### config.mk
export PLATFORM = sky130hd
export DESIGN_NAME = fll_mode_lock_monitor
export DESIGN_NICKNAME = d
export VERILOG_FILES = /design/src/rtl/fll_mon_pkg.sv /design/src/rtl/fll_mode_lock_monitor.sv
export SDC_FILE = /design/constraint.sdc
export NUM_CORES = 1
export LEC_CHECK = 0
export BUFFER_PORTS_ARGS = -buffer_cell sky130_fd_sc_hd__buf_2
export CORE_MARGIN = 3
export CORE_UTILIZATION = 50
export CTS_BUF_LIST = sky130_fd_sc_hd__clkbuf_4
export CTS_CLUSTER_DIAMETER = 60
export DETAILED_ROUTE_END_ITERATION = 8
export HOLD_SLACK_MARGIN = 0.05
export PLACE_DENSITY = 0.71
export REMOVE_ABC_BUFFERS = 1
export SYNTH_ARGS = -nofsm -noshare
export SYNTH_HDL_FRONTEND = slang
export SYNTH_SLANG_ARGS = --single-unit
### constraint.sdc
create_clock -name MCLK -period 4.2 [get_ports MCLK]
set_input_delay 0.21 -clock MCLK [delete_from_list [all_inputs] [get_ports MCLK]]
set_output_delay 0.21 -clock MCLK [all_outputs]
set_load 0.005 [all_outputs]
### src/rtl/fll_mon_pkg.sv
package fll_mon_pkg;
    // mode_state / mode_request encodings
    localparam logic [1:0] MODE_SCM = 2'h0;
    localparam logic [1:0] MODE_FEI = 2'h1;
    localparam logic [1:0] MODE_FBE = 2'h2;
    localparam logic [1:0] MODE_FEE = 2'h3;

    // clock_gen_output source select
    localparam logic [1:0] OUT_DCO_R = 2'h0;
    localparam logic [1:0] OUT_DCO_2R = 2'h1;
    localparam logic [1:0] OUT_EXT_R = 2'h2;
    localparam logic [1:0] OUT_NONE = 2'h3;

    localparam int CNT_W = 16;
    localparam int ERR_W = 17;
    localparam int AVG_CYCLES = 4;
    localparam int AVG_SHIFT = 2;
    localparam int DELAY_W = 4;
    localparam logic [DELAY_W-1:0] MODE_UPDATE_DELAY = 4'h4;

    // clocks as seen by the supervisor, each sampled in the system clock domain
    typedef struct packed {
        logic dco_tick;
        logic ref_tick;
        logic ref_present;
        logic dco_stable;
    } clk_obs_s;

    typedef struct packed {
        logic [1:0] mode_request;
        logic ref_select_state;
        logic clock_monitor_disable;
        logic loss_lock_reset_sel;
        logic loss_clock_reset_sel;
        logic debug_mode_enable;
        logic osc_stop_enable;
    } ctrl_s;
endpackage

### src/rtl/fll_mode_lock_monitor.sv
`timescale 1ns/1ps
//
// Function
// - entering internal engaged with error beyond unlock window: unlocked, output osc/R
// - error inside lock window for required samples: locked, output osc/R
// - when locked, filter updates once per four comparisons using four-sample average
// - enter bypass from self-clocked, from off with request 10, or on osc loss
// - bypass turns off osc and internal reference, output external reference/R
// - enter external engaged on request 11: reference good and osc stable from self-clocked, reference good from internal engaged, osc stable from bypass
// - external engaged unlocked while error outside window; loop closed
// - external engaged outputs osc/2R until first lock, then osc/R
// - count osc pulses per comparison cycle and subtract from multiply target
// - lock inside lock window, stay locked inside wider unlock window
// - unexpected exit from unlock window sets sticky loss-of-lock flag
// - flag cleared by status read then irq write, or loss-of-lock reset, or reset
// - stop entry with debug and osc-stop clear drops lock, keeps flag
// - debug cleared during stop enters off and sets loss-of-lock on wake
// - multiply, request or internal-mode trim change drops lock without flag
// - reference good when reference meets minimum frequency while monitored, or forced for 10 with ref_select_state clear
// - monitored clock below threshold sets sticky loss-of-clock flag
// - external loss of reference goes self-clocked, osc loss goes bypass
// - loss in external engaged with reference good sets state 10, bypass
// - clock loss causes lock loss; lock reset request beats clock reset request
// - reference good forcing and monitor enables follow mode table
// - after off, or bypass left on reference loss, osc not monitored until osc stable
// - mode_state follows a mode_request write only after several cycles
//
module fll_mode_lock_monitor
    import fll_mon_pkg::*;
#(
    parameter int CMP_CYCLES = 64,
    parameter int LOCK_MAX = 2,
    parameter int UNLOCK_MAX = 8,
    parameter int LOCK_SAMPLES = 4,
    parameter int REF_MIN_TICKS = 1,
    parameter int DCO_MIN_TICKS = 4,
    parameter int MON_WINDOW = 256
) (
    input wire logic MCLK,
    input wire logic RESET,
    input wire clk_obs_s CLK_OBS,
    input wire ctrl_s CTRL,
    input wire logic MODE_WRITE,
    input wire logic [CNT_W-1:0] MULTIPLY_FACTOR,
    input wire logic TRIM_CHANGE,
    input wire logic STOP_ENTER,
    input wire logic STOP_EXIT,
    input wire logic STATUS_READ,
    input wire logic IRQ_FLAG_WRITE1,
    output logic [1:0] MODE_STATE,
    output logic [1:0] MODE_REQUEST_UPD,
    output logic MODE_REQUEST_UPD_VALID,
    output logic LOCK,
    output logic LOSS_OF_LOCK_FLAG,
    output logic LOSS_OF_CLOCK_FLAG,
    output logic LOSS_LOCK_RESET_REQ,
    output logic LOSS_CLOCK_RESET_REQ,
    output logic EXT_REF_GOOD,
    output logic REF_MONITOR_EN,
    output logic DCO_MONITOR_EN,
    output logic DCO_ENABLE,
    output logic IRG_ENABLE,
    output logic [1:0] OUTPUT_SELECT,
    output logic FILTER_UPDATE,
    output logic signed [ERR_W-1:0] FILTER_ERROR,
    output logic IN_OFF
);
    // ----------------------------------------------------------------
    // state
    // ----------------------------------------------------------------
    typedef struct packed {
        logic [1:0] mode;
        logic [1:0] req;
        logic [1:0] req_pend;
        logic [DELAY_W-1:0] delay;
        logic off;
        logic off_ext_ok;
        logic wake_lol;
        logic dco_mon_hold;
        logic locked;
        logic ever_locked;
        logic [7:0] lock_cnt;
        logic [CNT_W-1:0] cmp_cnt;
        logic [CNT_W-1:0] pulse_cnt;
        logic [1:0] avg_cnt;
        logic signed [ERR_W+1:0] err_sum;
        logic [15:0] mon_cnt;
        logic [15:0] ref_cnt;
        logic [15:0] dco_cnt;
        logic ref_ok;
        logic status_seen;
        logic [CNT_W-1:0] mf_last;
        logic lol;
        logic loc;
        logic lol_rst;
        logic loc_rst;
        logic upd_valid;
        logic filt_upd;
        logic signed [ERR_W-1:0] filt_err;
    } state_s;

    state_s st_reg, st_next;

    localparam int CMP_LAST = CMP_CYCLES - 1;
    localparam int MON_LAST = MON_WINDOW - 1;

    logic signed [ERR_W-1:0] err;
    logic in_lock_win;
    logic in_unlock_win;
    logic cmp_done;
    logic mon_done;
    logic ref_mon;
    logic dco_mon;
    logic ref_good;
    logic ref_loss;
    logic dco_loss;
    logic clk_loss;
    logic expected_unlock;

    always_comb begin
        err = $signed({1'b0, MULTIPLY_FACTOR}) - $signed({1'b0, st_reg.pulse_cnt});
        in_lock_win = (err <= ERR_W'(LOCK_MAX)) && (err >= -ERR_W'(LOCK_MAX));
        in_unlock_win = (err <= ERR_W'(UNLOCK_MAX)) && (err >= -ERR_W'(UNLOCK_MAX));
        cmp_done = CLK_OBS.ref_tick && (st_reg.cmp_cnt == CNT_W'(CMP_LAST));
        mon_done = st_reg.mon_cnt == 16'(MON_LAST);
        // monitor enables per mode, request and reference select
        ref_mon = 1'b0;
        dco_mon = 1'b0;
        ref_good = 1'b0;
        if (!CTRL.clock_monitor_disable) begin
            if (st_reg.off) begin
                ref_mon = (st_reg.req == MODE_FBE) && CTRL.ref_select_state;
                ref_good = ref_mon && st_reg.ref_ok;
            end else begin
                case (st_reg.mode)
                    MODE_SCM: begin
                        dco_mon = !st_reg.dco_mon_hold;
                        if (st_reg.req == MODE_FEE ||
                            (st_reg.req == MODE_FBE && CTRL.ref_select_state)) begin
                            ref_mon = 1'b1;
                            ref_good = st_reg.ref_ok;
                        end else if (st_reg.req == MODE_FBE) begin
                            ref_good = 1'b1;
                        end
                    end
                    MODE_FEI: begin
                        dco_mon = 1'b1;
                        ref_mon = st_reg.req == MODE_FEE;
                        ref_good = ref_mon && st_reg.ref_ok;
                    end
                    MODE_FBE: begin
                        ref_mon = CTRL.ref_select_state;
                        ref_good = ref_mon ? st_reg.ref_ok : 1'b1;
                    end
                    MODE_FEE: begin
                        ref_mon = 1'b1;
                        dco_mon = 1'b1;
                        ref_good = st_reg.ref_ok;
                    end
                    default: begin
                        ref_mon = 1'b0;
                    end
                endcase
            end
        end
        ref_loss = ref_mon && mon_done && (st_reg.ref_cnt < 16'(REF_MIN_TICKS));
        dco_loss = dco_mon && mon_done && (st_reg.dco_cnt < 16'(DCO_MIN_TICKS));
        clk_loss = ref_loss || dco_loss;
        expected_unlock = (MULTIPLY_FACTOR != st_reg.mf_last) || MODE_WRITE ||
                          (TRIM_CHANGE && st_reg.mode == MODE_FEI);
    end

    always_comb begin
        st_next = st_reg;
        st_next.upd_valid = 1'b0;
        st_next.filt_upd = 1'b0;
        st_next.lol_rst = 1'b0;
        st_next.loc_rst = 1'b0;
        st_next.mf_last = MULTIPLY_FACTOR;

        // ------------------------------------------------------------
        // request capture and delayed mode update
        // ------------------------------------------------------------
        if (MODE_WRITE) begin
            st_next.req_pend = CTRL.mode_request;
            st_next.delay = MODE_UPDATE_DELAY;
        end else if (st_reg.delay != '0) begin
            st_next.delay = st_reg.delay - 1'b1;
            if (st_reg.delay == DELAY_W'(1)) begin
                st_next.req = st_reg.req_pend;
            end
        end

        // ------------------------------------------------------------
        // stop / off
        // ------------------------------------------------------------
        if (STOP_ENTER && !CTRL.osc_stop_enable && !st_reg.off) begin
            st_next.off = 1'b1;
            st_next.off_ext_ok = (st_reg.req == MODE_FBE) && ref_good;
            st_next.locked = 1'b0;
            st_next.ever_locked = 1'b0;
            st_next.wake_lol = CTRL.debug_mode_enable;
        end
        if (st_reg.off && STOP_EXIT) begin
            st_next.off = 1'b0;
            st_next.dco_mon_hold = 1'b1;
            if (st_reg.wake_lol) begin
                st_next.lol = 1'b1;
            end
            if (st_reg.req == MODE_FBE && st_reg.off_ext_ok) begin
                st_next.mode = MODE_FBE;
            end else begin
                st_next.mode = MODE_SCM;
            end
        end

        // ------------------------------------------------------------
        // mode transitions
        // ------------------------------------------------------------
        if (!st_reg.off) begin
            if (CLK_OBS.dco_stable) begin
                st_next.dco_mon_hold = 1'b0;
            end
            case (st_reg.mode)
                MODE_SCM: begin
                    if (st_reg.req == MODE_FBE && ref_good) begin
                        st_next.mode = MODE_FBE;
                    end else if (st_reg.req == MODE_FEE && ref_good && CLK_OBS.dco_stable) begin
                        st_next.mode = MODE_FEE;
                    end else if (st_reg.req == MODE_FEI && CLK_OBS.dco_stable) begin
                        st_next.mode = MODE_FEI;
                    end
                end
                MODE_FEI: begin
                    if (st_reg.req == MODE_FEE && ref_good) begin
                        st_next.mode = MODE_FEE;
                    end else if (st_reg.req != MODE_FEI) begin
                        st_next.mode = MODE_SCM;
                    end
                end
                MODE_FBE: begin
                    if (ref_loss) begin
                        st_next.mode = MODE_SCM;
                        st_next.req = MODE_SCM;
                        st_next.upd_valid = 1'b1;
                        st_next.dco_mon_hold = 1'b1;
                    end else if (st_reg.req != MODE_FBE && st_reg.req != MODE_FEE) begin
                        st_next.mode = MODE_SCM;
                    end else if (st_reg.req == MODE_FEE && CLK_OBS.dco_stable) begin
                        st_next.mode = MODE_FEE;
                    end
                end
                MODE_FEE: begin
                    if (clk_loss && ref_good && !ref_loss) begin
                        st_next.mode = MODE_FBE;
                        st_next.req = MODE_FBE;
                        st_next.upd_valid = 1'b1;
                    end else if (ref_loss) begin
                        st_next.mode = MODE_SCM;
                        st_next.req = MODE_SCM;
                        st_next.upd_valid = 1'b1;
                    end else if (st_reg.req != MODE_FEE) begin
                        st_next.mode = MODE_SCM;
                    end
                end
                default: begin
                    st_next.mode = MODE_SCM;
                end
            endcase
        end
        if (st_next.mode != st_reg.mode) begin
            st_next.locked = 1'b0;
            st_next.lock_cnt = '0;
            st_next.avg_cnt = '0;
            st_next.err_sum = '0;
            if (st_next.mode == MODE_FEE) begin
                st_next.ever_locked = 1'b0;
            end
        end

        // ------------------------------------------------------------
        // comparison cycle, lock detector and averaging
        // ------------------------------------------------------------
        if (CLK_OBS.dco_tick) begin
            st_next.pulse_cnt = st_reg.pulse_cnt + 1'b1;
        end
        if (CLK_OBS.ref_tick) begin
            st_next.cmp_cnt = st_reg.cmp_cnt + 1'b1;
        end
        if (cmp_done) begin
            st_next.cmp_cnt = '0;
            st_next.pulse_cnt = '0;
            if (!st_reg.off && (st_reg.mode == MODE_FEI || st_reg.mode == MODE_FEE)
                && st_next.mode == st_reg.mode) begin
                if (!st_reg.locked) begin
                    if (in_lock_win) begin
                        st_next.lock_cnt = st_reg.lock_cnt + 1'b1;
                        if (st_reg.lock_cnt == 8'(LOCK_SAMPLES - 1)) begin
                            st_next.locked = 1'b1;
                            st_next.ever_locked = 1'b1;
                            st_next.lock_cnt = '0;
                        end
                    end else begin
                        st_next.lock_cnt = '0;
                    end
                    st_next.filt_upd = 1'b1; // closed loop, every comparison cycle until locked
                    st_next.filt_err = err;
                end else if (!in_unlock_win) begin
                    st_next.locked = 1'b0;
                    st_next.lol = 1'b1;
                    st_next.lol_rst = CTRL.loss_lock_reset_sel;
                end else begin
                    st_next.err_sum = st_reg.err_sum + (ERR_W+2)'(err);
                    st_next.avg_cnt = st_reg.avg_cnt + 1'b1;
                    if (st_reg.avg_cnt == 2'(AVG_CYCLES - 1)) begin
                        st_next.filt_upd = 1'b1;
                        st_next.filt_err = ERR_W'((st_reg.err_sum + (ERR_W+2)'(err))
                                                  >>> AVG_SHIFT);
                        st_next.err_sum = '0;
                    end
                end
            end
        end
        if (expected_unlock) begin
            st_next.locked = 1'b0;
            st_next.lock_cnt = '0;
        end

        // ------------------------------------------------------------
        // loss-of-clock monitor
        // ------------------------------------------------------------
        st_next.mon_cnt = st_reg.mon_cnt + 1'b1;
        if (CLK_OBS.ref_tick && CLK_OBS.ref_present) begin
            st_next.ref_cnt = st_reg.ref_cnt + 1'b1;
        end
        if (CLK_OBS.dco_tick) begin
            st_next.dco_cnt = st_reg.dco_cnt + 1'b1;
        end
        if (mon_done) begin
            st_next.mon_cnt = '0;
            st_next.ref_cnt = '0;
            st_next.dco_cnt = '0;
            st_next.ref_ok = st_reg.ref_cnt >= 16'(REF_MIN_TICKS);
        end

        // ------------------------------------------------------------
        // sticky flags; set wins over clear except the lock-detector loss-of-lock set
        // ------------------------------------------------------------
        if (STATUS_READ) begin
            st_next.status_seen = 1'b1;
        end
        if (IRQ_FLAG_WRITE1 && st_reg.status_seen) begin
            st_next.status_seen = 1'b0;
            if (!CTRL.loss_lock_reset_sel) begin
                st_next.lol = 1'b0;
            end
            if (!CTRL.loss_clock_reset_sel) begin
                st_next.loc = 1'b0;
            end
        end
        if (clk_loss) begin
            st_next.loc = 1'b1;
            st_next.loc_rst = CTRL.loss_clock_reset_sel;
            if (st_reg.mode == MODE_FEI || st_reg.mode == MODE_FEE) begin
                st_next.locked = 1'b0;
                st_next.lol = 1'b1;
                st_next.lol_rst = CTRL.loss_lock_reset_sel;
            end
        end
        // lock reset request overrides the clock reset request when both fire
        st_next.loc_rst = st_next.loc_rst && !st_next.lol_rst;
        if (st_reg.wake_lol && st_reg.off && STOP_EXIT) begin
            st_next.lol = 1'b1;
        end
        if (st_reg.off) begin
            st_next.wake_lol = st_reg.wake_lol || !CTRL.debug_mode_enable;
        end else begin
            st_next.wake_lol = 1'b0;
        end
    end

    always_ff @(posedge MCLK) begin
        if (RESET) begin
            st_reg <= '0; // reset clears both flags
        end else begin
            st_reg <= st_next;
        end
    end

    // ----------------------------------------------------------------
    // registered outputs
    // ----------------------------------------------------------------
    always_ff @(posedge MCLK) begin
        if (RESET) begin
            EXT_REF_GOOD <= 1'b0;
            REF_MONITOR_EN <= 1'b0;
            DCO_MONITOR_EN <= 1'b0;
            DCO_ENABLE <= 1'b1;
            IRG_ENABLE <= 1'b1;
            OUTPUT_SELECT <= OUT_DCO_R;
        end else begin
            EXT_REF_GOOD <= ref_good;
            REF_MONITOR_EN <= ref_mon;
            DCO_MONITOR_EN <= dco_mon;
            // bypass turns off the oscillator and internal reference
            DCO_ENABLE <= !st_next.off && st_next.mode != MODE_FBE;
            IRG_ENABLE <= !st_next.off && st_next.mode != MODE_FBE && st_next.mode != MODE_FEE;
            if (st_next.off) begin
                OUTPUT_SELECT <= OUT_NONE;
            end else if (st_next.mode == MODE_FBE) begin
                OUTPUT_SELECT <= OUT_EXT_R;
            end else if (st_next.mode == MODE_FEE && !st_next.ever_locked) begin
                OUTPUT_SELECT <= OUT_DCO_2R;
            end else begin
                OUTPUT_SELECT <= OUT_DCO_R;
            end
        end
    end

    always_comb begin
        MODE_STATE = st_reg.mode;
        MODE_REQUEST_UPD = st_reg.req;
        MODE_REQUEST_UPD_VALID = st_reg.upd_valid;
        LOCK = st_reg.locked;
        LOSS_OF_LOCK_FLAG = st_reg.lol;
        LOSS_OF_CLOCK_FLAG = st_reg.loc;
        LOSS_LOCK_RESET_REQ = st_reg.lol_rst;
        LOSS_CLOCK_RESET_REQ = st_reg.loc_rst;
        FILTER_UPDATE = st_reg.filt_upd;
        FILTER_ERROR = st_reg.filt_err;
        IN_OFF = st_reg.off;
    end
endmodule

==> flow_summary.yaml, run 1 <==
die:
  ioPinCount: 72
  fp.coreArea_um2: 19700
  die-width_um: 148
  die-area_um2: 21900
  initial_core_util: 0.512
  std_cell_rows: 51
  dieHeight_um: 148
sta:
  fin_crit_sh: 0.992
  setup_viol: 0
  min_period_ns: 4.16
  grt_setup_unrepaired: "yes"
  relSlewSlack: 0.430
  clock.fmax_mhz: 240
  final_hold_viol_count: 0
  tightest_slew_ns: 0.855
  fin_worst_skew_ns: 0.0287
  finalMaxSlewViolations: 0
logic_synthesis:
  synthArstFlopShare: 0
  yosysSeqAreaShare: 0.344
  ys_seq_elements: 173
  syn_area_um2: 10100
  synth_top_cell_area_share: 0.344
  ys_warn_count: 0
  synthFlopType: "dfxtp_1"
  syn_inst: 1214
  synth_edf_count: 0
  syn_avg_cell_area_um2: 8.29
  synthTopCellsByCount: "dfxtp_1 (173), nor2_1 (148), nand3_1 (78)"
  ys_types: 91
  synth.most_common_cell: "dfxtp_1"
  synth_area_leaders: "dfxtp_1 (34%), xor2_1 (6.0%), ha_1 (5.6%)"
  yosysTopAreaCell: "dfxtp_1"
setup_path:
  r2r_cells: 18
  worstSetupEndpoint: "FILTER_ERROR[16]"
  r2r_slack_ns: 0.04
  startpoint_type: "flip-flop"
  crit_path_max_fanout: 5
  r2r_end: "FILTER_ERROR[16]"
  cp-end-kind: "flip-flop"
  crit_path_start: "st_reg[110]"
  cp.arrival_ns: 4.64
  r2r_start: "st_reg[110]"
  required_ns: 4.67
  critPathKind: "reg -> reg"
global_routing:
  gr-total-overflow: 0
  track_usage: 0.228
  first_global_vias: 8570
  grt_antenna_before_repair: 1
  grt_max_degree: 48
  grt_pass1_wl_mm: 41.3
clocking:
  cts_made_buffers: 17
  cts_tree: "built"
  clock-root-buffer: "clkbuf_4"
  clk_latency_ns: 0.58
  cts.sinks: 173
  htreeDepth: 4
  clk_pin_slew_ns: 0.16
  clock_path_buffers: 2
cells_and_area:
  drive_gt1_frac: 0.181
  fin_nets: 1422
  multiInputGateArea_um2: 6170
  largest_reg_flops: 137
  syn_to_final_growth_pct: 16.2
  area.sequential_um2: 3470
  stdcell_area_um2: 11700
  n_fill_cell: 1782
drt:
  firstDrtPassIters: 5
  viasPerCell: 5.67
  first_iter_violations: 709
  routed_wl_mm: 25.3
  drc: 0
  ant_nets: 0
  wl_per_cell_um: 15.6
  routed-via-count: 9169
flow_run:
  maxCapViolations: 0
outcome:
  status: "complete, no violations"
place:
  place_area_um2: 10900
  gp_congestion: 0.926
  portBuffers: 71
  place_hpwl_mm: 18.6
power_and_ir_drop:
  power_density_nw_per_um2: 271
  p_leak_nw: 4.70
  p_total_mw: 3.17
  irDropWorstVdd_mv: 0.193
min_path:
  hp-class: "in -> reg"
## where the power goes
part	switching (mW)	internal (mW)
Combinational	0.296	0.223
Clock	0.688	0.277
Sequential	0.0207	1.67
Total	1.00	2.17
## metrics by stage
step / worst slack [ns] / setup TNS [ns] / hold WS (ns) / utilization / std cells
final: 0.0352 / 0 / 0.121 / 0.595 / 1618
after global routing: -0.205 / -0.778 / 0.117 / 0.595 / 1618
after CTS: -0.0252 / -0.0252 / 0.0721 / 0.588 / 1610
after detailed placement: -0.389 / -0.990 / 0.406 / 0.554 / 1546
after global placement: -0.283 / -0.584 / 0.407 / 0.554 / 1546
after floorplan: -0.162 / -0.225 / 0.277 / - / 1145
## cells in the final DEF, fill, tap and decap left out, drive strengths merged, types with 29 or more instances in the layout
cell type,instances
inv,57
nor2,148
nand2,74
dfxtp,173
dlygate4sd3,32
a21oi,78
nand3,79
buf,143
ha,45
o21ai,40
xnor2,40
xor2,69
nor2b,29
## cell families (layout without fill, tap and decap cells)
family | count (synthesis) | after routing | synth area share
DFF | 173 | 173 | 0.344
adders and majority gates | 47 | 47 | 0.0599
xor gates and xnor gates | 109 | 109 | 0.0948
AOI/OAI and AO/OA | 252 | 252 | 0.179
and+or+nand+nor | 500 | 500 | 0.255
other | 0 | 1 | 0
buffers and inverters | 121 | 259 | 0.0557
muxes | 12 | 12 | 0.0124
## layout make-up
type                       instances  area share
antenna                            1    0.000214
clock buffer                      17      0.0109
clock inverter                    15      0.0151
inverter                          52      0.0167
multi-input combinational        920       0.527
sequential                       173       0.296
tap                              265      0.0283
timing repair buffer             175       0.105
## worst min path at each step
stage          startpoint           to  slack (ns)  depth (start not counted)
2_1_floorplan       RESET   st_reg[23]        0.28                          1
3_3_place_gp      CTRL[1]  st_reg[153]        0.41                          2
3_5_place_dp      CTRL[1]  st_reg[153]        0.41                          2
4_1_cts        STOP_ENTER  st_reg[154]        0.07                          4
5_1_grt        STOP_ENTER  st_reg[150]        0.12                          4
6_report       STOP_ENTER  st_reg[154]        0.12                          4
## metal layers
| metal | track usage | up-vias | part of all wire | routed length [µm] |
|---|---|---|---|---|
| li1 | - | 4573 | - | - |
| met3 | 0.0429 | 27 | 0.060 | 1510 |
| met2 | 0.376 | 269 | 0.46 | 11700 |
| met5 | 0 | - | 0 | 0 |
| met1 | 0.310 | 4300 | 0.46 | 11700 |
| met4 | 0.0573 | 0 | 0.015 | 381 |
## critical path, cell delays in order (launching register included)
cell and delay, ns:
dfxtp_2 0.36, ha_4 0.16, fa_2 0.40, and2b_2 0.25, o221ai_2 0.10, a21o_1 0.20, a211o_1 0.35, ha_4 0.28
a21o_1 0.18, o21a_4 0.21, nor4_4 0.22, buf_4 0.17, nand2_4 0.04, a211oi_2 0.26, a21oi_1 0.12, xor2_1 0.25
nand4_1 0.12, o311a_1 0.17, o221a_2 0.22
## timing repair
item | in CTS | in global routing
gates resized for setup | 6 | 22
buffers inserted | 0 | 7
hold buffers | 32 | 0
pin swaps | 1 | 22
setup endpoints to repair | 7 | 14
endpoints found under the hold margin | 40 | 0
Note: power is estimated with default switching activity, not from simulation.
==> run 2: changes to the inputs <==
- CORE_ASPECT_RATIO: default -> 0.5
==> flow_summary.yaml, run 2 (synthesis results as in run 1) <==
setup_path:
  cp.arrival_ns: 4.70
  critical-path-max-stage-delay_ns: 0.38
  crit_cells: 17
  crit_path_max_fanout: 3
  startpoint_type: "flip-flop"
  crit_path_start: "st_reg[110]"
  slowest_stage: "fa_2"
  r2r_slack_ns: 0.02
  crit_family: "compound AO/OA/AOI/OAI gates"
  worstSetupEndpoint: "st_reg[106]"
  critPathKind: "reg -> reg"
  cp_num_buf_inv: 0
  r2r_cells: 17
  cp_cell_sequence: "ha_4 -> fa_2 -> and2b_1 -> o221ai_2 -> a21o_1 -> a211o_1 -> ha_4 -> and3_4 -> o21a_1 -> nor4_4 -> a21boi_4 -> o21ai_2 -> a2111o_1 -> o311ai_2 -> xor2_1 -> or3_1 -> a21oi_1"
  r2r_start: "st_reg[110]"
  required_ns: 4.72
  cp-end-kind: "flip-flop"
  r2r_end: "st_reg[106]"
  cp_common_cell: "ha_4"
drt:
  drc: 0
  wl_per_cell_um: 16.4
  routed-via-count: 9346
  firstDrtPassIters: 5
  routed_wl_mm: 26.3
  first_iter_violations: 681
  ant_nets: 0
  viasPerCell: 5.81
clocking:
  cts.sinks: 173
  cts_tree: "built"
  clk_latency_ns: 0.59
  clock_path_buffers: 2
  clock-root-buffer: "clkbuf_4"
  cts_made_buffers: 17
  htreeDepth: 4
  clk_pin_slew_ns: 0.17
sta:
  fin_crit_sh: 0.995
  whs_ns: 0.130
  relSlewSlack: 0.439
  min_period_ns: 4.18
  fin_worst_skew_ns: 0.0386
  setup_viol: 0
  clock.fmax_mhz: 239
  tightest_slew_ns: 0.842
  grt_setup_unrepaired: "yes"
  final_hold_viol_count: 0
  finalMaxSlewViolations: 0
min_path:
  min_from: "STOP_EXIT"
  hp-class: "in -> reg"
cells_and_area:
  n_antenna_cell: 0
  layout_commonest_cell: "dfxtp_1"
  mostFrequentLayoutCells: "dfxtp_1 (172), nor2_1 (147), nand3_1 (78)"
  drive_gt1_frac: 0.184
  n_fill_cell: 1668
  syn_to_final_growth_pct: 16.4
  largest_reg_flops: 137
  stdcell_area_um2: 11700
  fin_nets: 1420
  multiInputGateArea_um2: 6220
  area.sequential_um2: 3460
place:
  place_area_um2: 10900
  place_hpwl_mm: 18.9
  portBuffers: 71
  gp_congestion: 1.01
power_and_ir_drop:
  p_leak_nw: 4.69
  power_density_nw_per_um2: 274
  irDropWorstVdd_mv: 0.147
outcome:
  status: "complete, no violations"
flow_run:
  maxCapViolations: 0
global_routing:
  grt_pass1_wl_mm: 43.2
  track_usage: 0.240
  grt_max_degree: 71
  grt_antenna_before_repair: 0
  gr-total-overflow: 0
  first_global_vias: 8912
die:
  std_cell_rows: 35
  die-area_um2: 22000
  fp.coreArea_um2: 19000
  dieHeight_um: 106
  die-width_um: 207
  initial_core_util: 0.529
  ioPinCount: 72
-- run 2: cell types whose count changed in the layout (fill, tap and decap cells not counted), sizes merged --
cell and delta:
dlygate4sd3 +1, inv +1, buf -3, clkinvlp +1, clkinv -2, diode -1
-- run 2: layout make-up --
class / count / share of cell area
Timing Repair Buffer: 173 / 0.104
Inverter: 52 / 0.0166
Clock buffer: 17 / 0.0109
Tap cell: 259 / 0.0276
Clock inverter: 15 / 0.0150
Sequential cell: 173 / 0.296
Multi-Input combinational cell: 920 / 0.531
-- run 2: timing repair --
item                                    in CTS  in global routing
pin swaps                                    1                 20
resized for setup                            6                 32
hold buffers                                33                  0
endpoints found under the setup margin       5                 11
hold endpoints to repair                    43                  0
buffers inserted                             0                  6
-- run 2: how the worst min path moves through the flow --
stage	to	slack (ns)	cells after the start
finish	LOSS_OF_LOCK_FLAG	0.13	4
global placement	st_reg[153]	0.40	2
floorplan	st_reg[23]	0.28	1
detailed placement	st_reg[153]	0.42	2
global route	LOSS_OF_LOCK_FLAG	0.10	4
CTS	LOSS_OF_LOCK_FLAG	0.07	4
-- run 2: worst reg2reg max path, cell delays in order, from the launching register on --
cell,delay (ns)
dfxtp_2,0.37
ha_4,0.16
fa_2,0.38
and2b_1,0.24
o221ai_2,0.10
a21o_1,0.20
a211o_1,0.37
ha_4,0.28
and3_4,0.18
o21a_1,0.22
nor4_4,0.26
a21boi_4,0.25
o21ai_2,0.08
a2111o_1,0.38
o311ai_2,0.10
xor2_1,0.14
or3_1,0.33
a21oi_1,0.12
-- run 2: report_power, final --
| part | switching [mW] | internal, mW | total, mW |
|---|---|---|---|
| sequential | 0.0213 | 1.67 | 1.69 |
| clock | 0.715 | 0.277 | 0.991 |
| combinational | 0.304 | 0.230 | 0.534 |
| total | 1.04 | 2.18 | 3.22 |
-- run 2: per-layer routing --
layer,vias up,GRT usage,routed length [µm]
met5,-,0,0
met2,255,0.397,12300
met3,40,0.0410,1500
met1,4491,0.328,12200
met4,0,0.0527,378
li1,4560,-,-
-- run 2: stage by stage --
stage	cells	TNS, ns	util	worst slack, ns	total power [mW]
2_1_floorplan	1145	-0.225	-	-0.162	2.00
5_1_grt	1609	-0.635	0.615	-0.161	3.37
4_1_cts	1603	-0.0353	0.606	-0.0353	3.21
6_report	1609	0	0.615	0.0203	3.22
3_5_place_dp	1538	-0.891	0.571	-0.335	2.20
3_3_place_gp	1538	-0.531	0.571	-0.244	2.19
